--- src/verilog/dcas_pkg.sv ---
package dcas_pkg;

  // Register offsets (byte addresses, one aligned slot per register)
  localparam logic [7:0] ADDR_ACCEL = 8'h00;
  localparam logic [7:0] ADDR_STSEL = 8'h04;
  localparam logic [7:0] ADDR_CTRL = 8'h08;
  localparam logic [7:0] ADDR_PINT = 8'h0C;
  localparam logic [7:0] ADDR_PFRAC = 8'h10;
  localparam logic [7:0] ADDR_SEQST = 8'h14;
  localparam logic [7:0] ADDR_RING = 8'h18;
  localparam logic [7:0] ADDR_IERR = 8'h1C;

  // divider_cal_accel_settings fields
  localparam int ACC_INT_BIT = 8;
  localparam int ACC_FRAC_LSB = 6;
  localparam int ACC_FAST_LSB = 3;
  localparam int ACC_SETTLE_LSB = 0;
  localparam logic [15:0] ACC_WMASK = 16'h01FF;
  localparam logic [15:0] ACC_RESET = 16'h0148;

  // cal_status_readback_select
  localparam logic [7:0] STSEL_WMASK = 8'h03;
  localparam logic [7:0] STSEL_RESET = 8'h00;

  // Control register: divider reset, integer mode request, filter coeff
  localparam int CTRL_FODRST_BIT = 0;
  localparam int CTRL_INTMODE_BIT = 1;
  localparam int CTRL_LPF_LSB = 8;
  localparam logic [15:0] CTRL_WMASK = 16'h1F03;
  localparam logic [15:0] CTRL_RESET = 16'h1800;
  localparam logic [4:0] LPF_MAX = 5'h18;

  localparam logic [15:0] PINT_RESET = 16'h0032;
  localparam logic [15:0] PFRAC_RESET = 16'h0000;

  // Fixed divider values used while accelerated calibration runs
  localparam logic [15:0] FIXED_INT = 16'd100;
  localparam logic [15:0] FRAC_QUARTER = 16'h4000;
  localparam logic [15:0] FRAC_HALF = 16'h8000;

  // Timing
  localparam int CLK_MHZ = 125;
  localparam int T_0P5MS_NS = 500000;
  localparam int T_1MS_NS = 1000000;
  localparam int T_2MS_NS = 2000000;
  localparam int T_4MS_NS = 4000000;
  localparam int T_16US_NS = 16000;
  localparam int CYC_0P5MS = T_0P5MS_NS * CLK_MHZ / 1000;
  localparam int CYC_1MS = T_1MS_NS * CLK_MHZ / 1000;
  localparam int CYC_2MS = T_2MS_NS * CLK_MHZ / 1000;
  localparam int CYC_4MS = T_4MS_NS * CLK_MHZ / 1000;
  localparam int CYC_16US = T_16US_NS * CLK_MHZ / 1000;
  localparam int RESYNC_CYC = 16;
  localparam int CNT_W = 20;

  typedef enum logic [2:0] {
    IV_SKIP,
    IV_0P5MS,
    IV_1MS,
    IV_2MS,
    IV_4MS,
    IV_RSV5,
    IV_RSV6,
    IV_16US
  } dcas_iv_t;

  typedef enum logic [2:0] {
    ST_IDLE,
    ST_FAST,
    ST_SETTLE,
    ST_RESYNC,
    ST_RUN
  } dcas_state_t;

endpackage

--- src/verilog/dcas_tmr_if.sv ---
`timescale 1ns/100ps
interface dcas_tmr_if;
  logic start;
  logic [2:0] code;
  logic expired;

  modport tmr (
    input start,
    input code,
    output expired
  );
  modport ctl (
    output start,
    output code,
    input expired
  );
endinterface

--- src/verilog/dcas_top.sv ---
// The implementer's own choices: strobed register access and the register addresses.
`timescale 1ns/100ps
module dcas_top #(
  parameter int P_CYC_0P5MS = dcas_pkg::CYC_0P5MS,
  parameter int P_CYC_1MS = dcas_pkg::CYC_1MS,
  parameter int P_CYC_2MS = dcas_pkg::CYC_2MS,
  parameter int P_CYC_4MS = dcas_pkg::CYC_4MS
) (
  input wire logic clk_sys,
  input wire logic rst_n,
  input wire logic clk_en,
  input wire logic [7:0] reg_addr,
  input wire logic [15:0] reg_wdata,
  input wire logic reg_wr,
  input wire logic reg_rd,
  output logic [15:0] reg_rdata,
  input wire logic startup_req,
  input wire logic [31:0] cal_ring_cnt_in,
  input wire logic [63:0] cal_ierr_in,
  output logic [15:0] div_int,
  output logic [15:0] div_frac,
  output logic div_rst,
  output logic div_resync,
  output logic fast_track,
  output logic [4:0] lpf_coeff,
  output logic int_mode,
  output logic out_en
);

  ////////////////////////////////////////////////////////////////////////////
  // Register file

  logic [15:0] accel_q, accel_d;
  logic [7:0] stsel_q, stsel_d;
  logic [15:0] ctrl_q, ctrl_d;
  logic [15:0] pint_q, pint_d;
  logic [15:0] pfrac_q, pfrac_d;
  logic [15:0] rdata_q, rdata_d;
  logic [15:0] seq_status;
  logic [7:0] ring_sel;
  logic [15:0] ierr_sel;

  function automatic logic [15:0] masked_write(input logic [15:0] old,
                                               input logic [15:0] wval,
                                               input logic [15:0] mask);
    masked_write = (old & ~mask) | (wval & mask);
  endfunction

  function automatic logic hit(input logic [7:0] a, input logic [7:0] off);
    hit = (a == off);
  endfunction

  always_comb begin
    ring_sel = cal_ring_cnt_in[8*stsel_q[1:0] +: 8];
    ierr_sel = cal_ierr_in[16*stsel_q[1:0] +: 16];
  end

  always_comb begin
    accel_d = accel_q;
    stsel_d = stsel_q;
    ctrl_d = ctrl_q;
    pint_d = pint_q;
    pfrac_d = pfrac_q;
    rdata_d = rdata_q;
    if (reg_wr) begin
      if (hit(reg_addr, dcas_pkg::ADDR_ACCEL)) begin
        accel_d = masked_write(accel_q, reg_wdata, dcas_pkg::ACC_WMASK);
      end
      if (hit(reg_addr, dcas_pkg::ADDR_STSEL)) begin
        stsel_d = (stsel_q & ~dcas_pkg::STSEL_WMASK) |
                  (reg_wdata[7:0] & dcas_pkg::STSEL_WMASK);
      end
      if (hit(reg_addr, dcas_pkg::ADDR_CTRL)) begin
        ctrl_d = masked_write(ctrl_q, reg_wdata, dcas_pkg::CTRL_WMASK);
      end
      if (hit(reg_addr, dcas_pkg::ADDR_PINT)) begin
        pint_d = reg_wdata;
      end
      if (hit(reg_addr, dcas_pkg::ADDR_PFRAC)) begin
        pfrac_d = reg_wdata;
      end
    end
    if (reg_rd) begin
      unique case (reg_addr)
        dcas_pkg::ADDR_ACCEL: rdata_d = accel_q;
        dcas_pkg::ADDR_STSEL: rdata_d = {8'h00, stsel_q};
        dcas_pkg::ADDR_CTRL: rdata_d = ctrl_q;
        dcas_pkg::ADDR_PINT: rdata_d = pint_q;
        dcas_pkg::ADDR_PFRAC: rdata_d = pfrac_q;
        dcas_pkg::ADDR_SEQST: rdata_d = seq_status;
        dcas_pkg::ADDR_RING: rdata_d = {8'h00, ring_sel};
        dcas_pkg::ADDR_IERR: rdata_d = ierr_sel;
        default: rdata_d = 16'h0000;
      endcase
    end else begin
      rdata_d = 16'h0000;
    end
  end

  always_ff @(posedge clk_sys or negedge rst_n) begin
    if (!rst_n) begin
      accel_q <= dcas_pkg::ACC_RESET;
      stsel_q <= dcas_pkg::STSEL_RESET;
      ctrl_q <= dcas_pkg::CTRL_RESET;
      pint_q <= dcas_pkg::PINT_RESET;
      pfrac_q <= dcas_pkg::PFRAC_RESET;
      rdata_q <= 16'h0000;
    end else if (clk_en) begin
      accel_q <= accel_d;
      stsel_q <= stsel_d;
      ctrl_q <= ctrl_d;
      pint_q <= pint_d;
      pfrac_q <= pfrac_d;
      rdata_q <= rdata_d;
    end
  end

  assign reg_rdata = rdata_q;

  ////////////////////////////////////////////////////////////////////////////
  // Interval timer and divider value selection

  dcas_tmr_if tif ();

  dcas_interval_timer #(
    .C_0P5MS(P_CYC_0P5MS),
    .C_1MS(P_CYC_1MS),
    .C_2MS(P_CYC_2MS),
    .C_4MS(P_CYC_4MS)
  ) u_timer (
    .clk_sys(clk_sys),
    .rst_n(rst_n),
    .clk_en(clk_en),
    .tif(tif)
  );

  dcas_pkg::dcas_state_t state_q, state_d;
  logic accel_active;
  logic [15:0] sel_int;
  logic [15:0] sel_frac;
  logic sel_fixed;

  dcas_div_select u_sel (
    .active(accel_active),
    .int_sel(accel_q[dcas_pkg::ACC_INT_BIT]),
    .frac_sel(accel_q[dcas_pkg::ACC_FRAC_LSB +: 2]),
    .prog_int(pint_q),
    .prog_frac(pfrac_q),
    .div_int(sel_int),
    .div_frac(sel_frac),
    .fixed_used(sel_fixed)
  );

  ////////////////////////////////////////////////////////////////////////////
  // Sequencer

  logic fod_rst;
  logic fod_rst_prev_q, fod_rst_prev_d;
  logic fixed_seen_q, fixed_seen_d;
  logic [4:0] rs_cnt_q, rs_cnt_d;
  logic tmr_start;
  logic [2:0] tmr_code;

  assign fod_rst = ctrl_q[dcas_pkg::CTRL_FODRST_BIT];
  assign accel_active = (state_q == dcas_pkg::ST_FAST) ||
                        (state_q == dcas_pkg::ST_SETTLE);

  always_comb begin
    state_d = state_q;
    fod_rst_prev_d = fod_rst;
    fixed_seen_d = fixed_seen_q;
    rs_cnt_d = rs_cnt_q;
    tmr_start = 1'b0;
    tmr_code = accel_q[dcas_pkg::ACC_FAST_LSB +: 3];
    if (accel_active && sel_fixed) begin
      fixed_seen_d = 1'b1;
    end
    unique case (state_q)
      dcas_pkg::ST_IDLE: begin
        // Startup with reset low, or a later 1 to 0 edge of the reset bit
        if (!fod_rst && (startup_req || fod_rst_prev_q)) begin
          state_d = dcas_pkg::ST_FAST;
          tmr_start = 1'b1;
          fixed_seen_d = 1'b0;
        end
      end
      dcas_pkg::ST_FAST: begin
        if (tif.expired) begin
          state_d = dcas_pkg::ST_SETTLE;
          tmr_start = 1'b1;
          tmr_code = accel_q[dcas_pkg::ACC_SETTLE_LSB +: 3];
        end
      end
      dcas_pkg::ST_SETTLE: begin
        if (tif.expired) begin
          // Resync only when a fixed value was applied since this sequence started
          if (fixed_seen_q) begin
            state_d = dcas_pkg::ST_RESYNC;
            rs_cnt_d = 5'(dcas_pkg::RESYNC_CYC);
          end else begin
            state_d = dcas_pkg::ST_RUN;
          end
        end
      end
      dcas_pkg::ST_RESYNC: begin
        if (rs_cnt_q <= 5'd1) begin
          state_d = dcas_pkg::ST_RUN;
          rs_cnt_d = 5'd0;
        end else begin
          rs_cnt_d = rs_cnt_q - 5'd1;
        end
      end
      dcas_pkg::ST_RUN: begin
        state_d = dcas_pkg::ST_RUN;
      end
    endcase
    // Setting the reset bit aborts any sequence and drops the outputs
    if (fod_rst) begin
      state_d = dcas_pkg::ST_IDLE;
    end
  end

  always_ff @(posedge clk_sys or negedge rst_n) begin
    if (!rst_n) begin
      state_q <= dcas_pkg::ST_IDLE;
      fod_rst_prev_q <= 1'b0;
      fixed_seen_q <= 1'b0;
      rs_cnt_q <= 5'd0;
    end else if (clk_en) begin
      state_q <= state_d;
      fod_rst_prev_q <= fod_rst_prev_d;
      fixed_seen_q <= fixed_seen_d;
      rs_cnt_q <= rs_cnt_d;
    end
  end

  assign tif.start = tmr_start;
  assign tif.code = tmr_code;

  ////////////////////////////////////////////////////////////////////////////
  // Registered divider outputs

  logic [15:0] dint_q, dint_d;
  logic [15:0] dfrac_q, dfrac_d;
  logic drst_q, drst_d;
  logic rsync_q, rsync_d;
  logic fast_q, fast_d;
  logic [4:0] lpf_q, lpf_d;
  logic imode_q, imode_d;
  logic oen_q, oen_d;
  logic [4:0] lpf_prog;

  assign lpf_prog = ctrl_q[dcas_pkg::CTRL_LPF_LSB +: 5];

  always_comb begin
    dint_d = sel_int;
    dfrac_d = sel_frac;
    drst_d = fod_rst;
    // One pulse when the programmed values are restored
    rsync_d = (state_q == dcas_pkg::ST_SETTLE) && (state_d ==
              dcas_pkg::ST_RESYNC);
    fast_d = (state_d == dcas_pkg::ST_FAST);
    // Out of range coefficients saturate rather than wrap
    lpf_d = (lpf_prog > dcas_pkg::LPF_MAX) ? dcas_pkg::LPF_MAX
                                           : lpf_prog;
    imode_d = ctrl_q[dcas_pkg::CTRL_INTMODE_BIT] &&
              (state_d == dcas_pkg::ST_RUN);
    oen_d = (state_d == dcas_pkg::ST_RUN);
  end

  always_ff @(posedge clk_sys or negedge rst_n) begin
    if (!rst_n) begin
      dint_q <= dcas_pkg::PINT_RESET;
      dfrac_q <= dcas_pkg::PFRAC_RESET;
      drst_q <= 1'b1;
      rsync_q <= 1'b0;
      fast_q <= 1'b0;
      lpf_q <= dcas_pkg::LPF_MAX;
      imode_q <= 1'b0;
      oen_q <= 1'b0;
    end else if (clk_en) begin
      dint_q <= dint_d;
      dfrac_q <= dfrac_d;
      drst_q <= drst_d;
      rsync_q <= rsync_d;
      fast_q <= fast_d;
      lpf_q <= lpf_d;
      imode_q <= imode_d;
      oen_q <= oen_d;
    end
  end

  assign seq_status = {8'h00, fixed_seen_q, oen_q, fast_q, 2'b00,
                       state_q};

  assign div_int = dint_q;
  assign div_frac = dfrac_q;
  assign div_rst = drst_q;
  assign div_resync = rsync_q;
  assign fast_track = fast_q;
  assign lpf_coeff = lpf_q;
  assign int_mode = imode_q;
  assign out_en = oen_q;

endmodule

--- src/verilog/dcas_interval_timer.sv ---
`timescale 1ns/100ps
module dcas_interval_timer #(
  parameter int C_0P5MS = dcas_pkg::CYC_0P5MS,
  parameter int C_1MS = dcas_pkg::CYC_1MS,
  parameter int C_2MS = dcas_pkg::CYC_2MS,
  parameter int C_4MS = dcas_pkg::CYC_4MS
) (
  input wire logic clk_sys,
  input wire logic rst_n,
  input wire logic clk_en,
  dcas_tmr_if.tmr tif
);

  logic [dcas_pkg::CNT_W-1:0] cnt_q, cnt_d;
  logic busy_q, busy_d;
  logic exp_q, exp_d;

  // Undefined codes load zero so the interval is skipped
  function automatic logic [dcas_pkg::CNT_W-1:0] iv_cycles(
    input logic [2:0] code);
    unique case (dcas_pkg::dcas_iv_t'(code))
      dcas_pkg::IV_0P5MS: iv_cycles = dcas_pkg::CNT_W'(C_0P5MS);
      dcas_pkg::IV_1MS: iv_cycles = dcas_pkg::CNT_W'(C_1MS);
      dcas_pkg::IV_2MS: iv_cycles = dcas_pkg::CNT_W'(C_2MS);
      dcas_pkg::IV_4MS: iv_cycles = dcas_pkg::CNT_W'(C_4MS);
      dcas_pkg::IV_16US: iv_cycles = dcas_pkg::CNT_W'(dcas_pkg::CYC_16US);
      default: iv_cycles = '0;
    endcase
  endfunction

  always_comb begin
    cnt_d = cnt_q;
    busy_d = busy_q;
    exp_d = 1'b0;
    if (tif.start) begin
      cnt_d = iv_cycles(tif.code);
      // A zero length expires at once so a skipped interval lasts one cycle
      busy_d = (iv_cycles(tif.code) != '0);
      exp_d = (iv_cycles(tif.code) == '0);
    end else if (busy_q) begin
      if (cnt_q <= dcas_pkg::CNT_W'(1)) begin
        busy_d = 1'b0;
        exp_d = 1'b1;
      end else begin
        cnt_d = cnt_q - dcas_pkg::CNT_W'(1);
      end
    end
  end

  always_ff @(posedge clk_sys or negedge rst_n) begin
    if (!rst_n) begin
      cnt_q <= '0;
      busy_q <= 1'b0;
      exp_q <= 1'b0;
    end else if (clk_en) begin
      cnt_q <= cnt_d;
      busy_q <= busy_d;
      exp_q <= exp_d;
    end
  end

  assign tif.expired = exp_q;

endmodule

--- src/verilog/dcas_div_select.sv ---
`timescale 1ns/100ps
module dcas_div_select (
  input wire logic active,
  input wire logic int_sel,
  input wire logic [1:0] frac_sel,
  input wire logic [15:0] prog_int,
  input wire logic [15:0] prog_frac,
  output logic [15:0] div_int,
  output logic [15:0] div_frac,
  output logic fixed_used
);

  logic int_fixed;
  logic frac_fixed;

  always_comb begin
    int_fixed = active && int_sel;
    frac_fixed = active && (frac_sel == 2'd1 || frac_sel == 2'd2);
    div_int = int_fixed ? dcas_pkg::FIXED_INT : prog_int;
    div_frac = prog_frac;
    if (frac_fixed) begin
      // Code 3 is undefined and keeps the programmed fraction
      div_frac = (frac_sel == 2'd1) ? dcas_pkg::FRAC_QUARTER
                                    : dcas_pkg::FRAC_HALF;
    end
    fixed_used = int_fixed || frac_fixed;
  end

endmodule

--- config.mk ---
export PLATFORM = sky130hd
export DESIGN_NAME = dcas_top
export DESIGN_NICKNAME = d
export VERILOG_FILES = /design/src/verilog/dcas_pkg.sv /design/src/verilog/dcas_tmr_if.sv /design/src/verilog/dcas_top.sv /design/src/verilog/dcas_interval_timer.sv /design/src/verilog/dcas_div_select.sv
export SDC_FILE = /design/constraint.sdc
export NUM_CORES = 1
export LEC_CHECK = 0
export BUFFER_PORTS_ARGS = -buffer_cell sky130_fd_sc_hd__buf_2
export CELL_PAD_IN_SITES_DETAIL_PLACEMENT = 2
export CELL_PAD_IN_SITES_GLOBAL_PLACEMENT = 2
export CORE_MARGIN = 2
export CORE_UTILIZATION = 38
export CTS_CLUSTER_SIZE = 24
export DETAILED_ROUTE_END_ITERATION = 6
export PLACE_DENSITY_LB_ADDON = 0.15
export SLEW_MARGIN = 20
export SYNTH_ARGS = -nofsm -noshare
export SYNTH_HDL_FRONTEND = slang
export SYNTH_HIERARCHICAL = 1
export SYNTH_SLANG_ARGS = --single-unit
--- constraint.sdc ---
create_clock -name clk_sys -period 7.4 [get_ports clk_sys]
set_clock_uncertainty 0.2 [all_clocks]
set_input_delay 0.37 -clock clk_sys [delete_from_list [all_inputs] [get_ports clk_sys]]
set_output_delay 0.37 -clock clk_sys [all_outputs]
set_load 0.005 [all_outputs]
# After elaboration in Yosys (flattened, before gate mapping)
# Index checks and enable logic that the tools add are counted.
# totals
wordCells,115
output_inout_bits,58
register_bits,162
in_bits,126
# classes
muxes,36
bitwise_logic,3
n_reduce_logical,24
eq_ne,24
shifts,2
n_addsub,2
n_lt_le_gt_ge,3
# op_table
operator,n
$pmux 16 s8,1
$pmux 19 s5,1
$mux 20,4
$mux 16,4
$shiftx 64x7->16,1
$eq 8x5->1 const B,4
$shiftx 32x6->8,1
$mux 3,8
$le 20x1->1 const B,1
$logic_not 20->1,1
$mux 5,4
$reduce_bool 20->1,1
$sub 20x1->20 const B,1
$reduce_and 3->1,6
$eq 8x4->1 const B,2
$or 16x13->16,1
$or 16x9->16,1
$eq 3x2->1 const B,5
$pmux 3 s5,1
$eq 3x3->1 const B,4
$mux 1,11
$pmux 5 s2,1
$eq 3x1->1 const B,3
$eq 8x3->1 const B,1
16 further kinds,26

# Longest topological paths before layout
# logic_depth
depth_word,8
depth_mapped,10
depth_no_buf,8

# Modules after synthesis
# The synthesis kept the hierarchy.
# modules_own_cells
module,seq_area_each_um2,area_per_inst_um2,cells_per_inst,instances
dcas_top,2970.3,6070.8,465,1
dcas_interval_timer,550.5,1584.0,189,1
dcas_div_select,0.0,331.6,42,1

# Worst setup path after synthesis
# No wires, ideal clock.
# synth_timing
path_type,register -> register
start,register state_q[2]
end,register u_timer/cnt_q[17] (netlist name)
arrival_time_ns,2.454
setup_slack_ns,4.681
t_required_ns,7.135
path_buffers,2
path_stages_with_launch,9
path_cell_list,dfrtp_1 > clkbuf_1 > nor4_1 > mux2_2 > clkbuf_1 > nor3b_1 > o21ai_0 > a21oi_1 > o22a_1
# synth_between
elab_chain_cells,5
word_cells_on_any_way,14
cone_classes,eq/ne (7); mux (4); reduce/logical (3)
# synth_lines
element,line_no,source
"start, declared",dcas_top.sv:137,"dcas_pkg::dcas_state_t state_q, state_d;"
"start signal, assigned",dcas_top.sv:225,state_q <= dcas_pkg::ST_IDLE;
"start signal, assigned",dcas_top.sv:230,state_q <= state_d;
$eq 3x1->1 *,dcas_top.sv:178,unique case (state_q)
$mux 3 *,dcas_top.sv:178,
via tif.code[1],dcas_tmr_if.sv:4,logic [2:0] code;
"$eq 3x3->1, or another cell as far along",dcas_interval_timer.sv:21,unique case (dcas_pkg::dcas_iv_t'(code))
$pmux 19 s5 *,dcas_interval_timer.sv:21,
$mux 20 *,dcas_interval_timer.sv:35,if (tif.start) begin
"end signal, assigned",dcas_interval_timer.sv:56,cnt_q <= cnt_d;
"end, declared",dcas_interval_timer.sv:14,"logic [dcas_pkg::CNT_W-1:0] cnt_q, cnt_d;"
# The timed path passes the listed nets; every way through them passes the cells marked *.
# A chain may end at the register's enable or synchronous reset.

# Final worst setup path
# layout_timing
start,register state_q[0]
end,register u_timer/cnt_q[18] (netlist name)
# layout_between
word_cells_on_any_way,14
cone_classes,eq/ne (7); mux (4); reduce/logical (3)
# layout_rtl
element,line_no,source
$eq 3x1->1 / $logic_not 3->1 (equally long branches),dcas_top.sv:178,
$pmux 1 s2 *,dcas_top.sv:178,
via tif.start,dcas_tmr_if.sv:3,logic start;
$ne 2x2->1 (no line) / $reduce_bool 2->1 (equally long branches),--,
$reduce_and 3->1 (no line),--,
# Marks and branches as above.

==> results.toml <==
[logic_synthesis]
synth_flop_cell = "dfrtp_1"
syn_area_per_cell_sq_um = 11.5
syn_nets = 828
yosysTopAreaCellShare = 0.395
yosys-top-cells-area = "dfrtp_1, mux2_2, dfstp_2"
yosysWarningCount = 6
synthCells = 696
ys_types = 80
ys_seq_area_frac = 0.441
synth_edf_count = 0
synthesis.area_sq_mm = 0.00799
synth_top_area_cell = "dfrtp_1"
synthArstFlopShare = 1.00
ys_seq_elements = 140

[critical_path]
r2r-start = "state_q[0]"
max_stage_delay_ns = 0.67
cp_top_family = "simple AND/OR/NAND/NOR gates"
reg2reg_slack_ns = 3.53
critPathLaunchType = "flip-flop"
worst-path-stages = 7
slowest_stage = "a31oi_1"
crit_arrival_ns = 3.98
crit_required_ns = 7.51
cp_cell_sequence = "inv_1 > nor4_1 > or2_2 > clkinv_1 > a31oi_1 > o21ai_0 > o2bb2ai_1"
r2r-end = "u_timer/cnt_q[18]"
critPathBufInv = 2
ff2ff_path_depth = 7
cp-end-kind = "flip-flop"
path_class = "reg -> reg"
critPathMaxFanout = 31

[floorplanning]
rows = 53
die_area_sq_mm = 0.0222
fp.coreArea_sq_mm = 0.0208
fp.dieW_um = 149
fp.dieH_um = 149
io_pins = 184
start_util = 0.384

[finish]
nets = 992
utilization = 0.461
syn2layout_area_growth_pct = 20.2
finalInstanceArea_sq_mm = 0.00960
drive_gt1_frac = 0.432
num-fill-cells = 2191

[placement]
place_congestion = 0.828
preCtsSetupSlack_ns = 3.58
post-dp-hpwl_mm = 20.6
portBuffers = 183
place_area_sq_mm = 0.00899

[drt]
route.vias.total = 6682
routedWlPerCell_um = 24.8
dr.pass1.iters = 4
ant_nets = 0
drc = 0
routed_wl_mm = 28.5
via_per_inst = 5.82
drtIter0Drc = 302

[timing]
rsz0062_at_grt = "no"
relSlewSlack = 0.332
fmax_ghz = 0.259
setup_viol = 0
post-route-period-util = 0.522
tightest_slew_ns = 1.00
tns_ns = 0
timing.final.max_slew_violations = 0
finalHoldViolations = 0
post-route-min-period_ns = 3.87
setup_ws_ns = 3.53

[grt]
grt_use_total = 0.266
busiest_layer = "met2"
antenna_found_initial = 1
globalRouteMet3Util = 0.0483
use_met2 = 0.466
grt_pass1_vias = 7621
use_met1 = 0.323
grt_max_degree = 87
grt_pass1_wl_mm = 44.5
grt_overflow = 0

[clocking]
holdBufCountCts = 5
clock_path_buffers = 2
cts_resized = 0
clock-sinks = 140
h-tree-depth = 4
cts_root_buf = "clkbuf_16"
insertion_delay_ns = 0.43
tritoncts = "built"
cts_setup_buffers = 0
path_clk_slew_ns = 0.07
numCtsBuffers = 17

[power]
p_per_area_mw_per_mm2 = 276
vdd.ir_drop.worst_uv = 165
total_power_mw = 2.65
leakagePower_nw = 4.42

[worst_hold_path]
min_from = "reg_wdata[3]"
hold_class = "in -> reg"
hold_end = "pint_q[3]"
whs_path_depth = 2

[status]
status = "finished clean"

[flow_run]
drv_cap = 0
[worst register-to-register path: stages (launching register included)]
cell and delay, ns:
dfrtp_1 0.64, inv_1 0.12, nor4_1 0.63, or2_2 0.60, clkinv_1 0.48, a31oi_1 0.67
o21ai_0 0.24, o2bb2ai_1 0.18
[report_power, final]
| part | switching (mW) | internal, mW | total [mW] | leakage, nW |
|---|---|---|---|---|
| sequential | 0.154 | 0.863 | 1.02 | 1.85 |
| combinational | 0.504 | 0.318 | 0.822 | 2.31 |
| clock | 0.350 | 0.463 | 0.813 | 0.256 |
[per-layer routing]
metal | part of all wire | up-vias
met5 | 0 | -
met4 | 0.025 | 0
met3 | 0.047 | 45
met2 | 0.52 | 208
met1 | 0.41 | 3465
li1 | - | 2964
[final cells by class]
type / count / area (sq um) / share of cell area
Clock inverter: 13 / 118 / 0.0123
Antenna cell: 1 / 2.50 / 0.000261
Clock buffer: 19 / 433 / 0.0451
Tap cell: 275 / 344 / 0.0358
Timing Repair Buffer: 191 / 995 / 0.104
Sequential cell: 140 / 3520 / 0.367
Multi-Input combinational cell: 484 / 4090 / 0.426
Inverter: 26 / 97.6 / 0.0102
[through the flow]
step | instances | hold slack [ns]
6_report | 1149 | 0.0179
2_1_floorplan | 696 | -0.126
4_1_cts | 1148 | 0.00267
5_1_grt | 1149 | 0.00783
3_5_place_dp | 1111 | 0.269
3_3_place_gp | 1111 | 0.269
[synth_stat cells (4+ instances only)]
master	number
a31oi_1	9
nand2b_1	9
dfrtp_1	126
or2_2	7
nand3_1	7
a32o_1	8
dfstp_2	14
buf_4	7
o21ai_0	32
a22oi_1	17
o31ai_1	4
inv_1	25
and2_4	10
o211ai_1	4
o32ai_1	5
nand4_1	4
xnor2_1	5
and2_1	17
mux4_1	9
a22o_1	5
o2bb2ai_1	8
o221ai_1	7
mux2_2	86
a21oi_1	20
or3_1	4
buf_1	4
mux2i_1	8
nor2_1	29
a222oi_1	4
mux4_2	15
clkbuf_1	15
nand2_1	44
nor4_1	8
nor2b_1	7
buf_2	11
o22ai_1	6
ha_1	6
a32oi_1	4
nor3_1	12
and2_2	5
buf_6	7
[placed cells by master, fill, tap and decap left out, types with 10 or more instances in the layout]
cell	synthesis	final
a21oi_1	20	20
a22oi_1	17	17
and2_1	17	17
and2_4	10	10
buf_2	11	182
clkbuf_16	0	17
dfrtp_1	126	125
dfstp_2	14	14
inv_1	25	25
mux2_2	86	86
mux4_2	15	15
nand2_1	44	44
nor2_1	29	28
nor3_1	12	12
o21ai_0	32	32
[worst max-delay path by stage]
stage	start	to	slack, ns
global placement	state_q[0]	u_timer/cnt_q[18]	3.94
floorplan	state_q[2]	u_timer/cnt_q[17]	4.68
detailed placement	state_q[0]	u_timer/cnt_q[18]	3.58
global route	state_q[0]	u_timer/cnt_q[18]	3.23
finish	state_q[0]	u_timer/cnt_q[18]	3.53
CTS	state_q[0]	u_timer/cnt_q[18]	3.55
[sequential cells by signal, indices dropped and copies added, names as in the netlist, 2 cells and up]
register       flops
lpf_coeff          5
div_frac          16
ctrl_q             7
pint_q            16
state_q            3
rs_cnt_q           5
pfrac_q           16
accel_q            9
reg_rdata         16
stsel_q            2
u_timer/cnt_q     20
div_int           16
[cells by family after synthesis]
group	count (synthesis)	synth area share
AOI/OAI and AO/OA	161	0.146
xor gates and xnor gates	5	0.00548
adders and majority gates	6	0.00940
buffers and inverters	72	0.0476
DFF	140	0.441
muxes	119	0.205
and+or+nand+nor	193	0.145
Note: power is estimated with default switching activity, not from simulation.
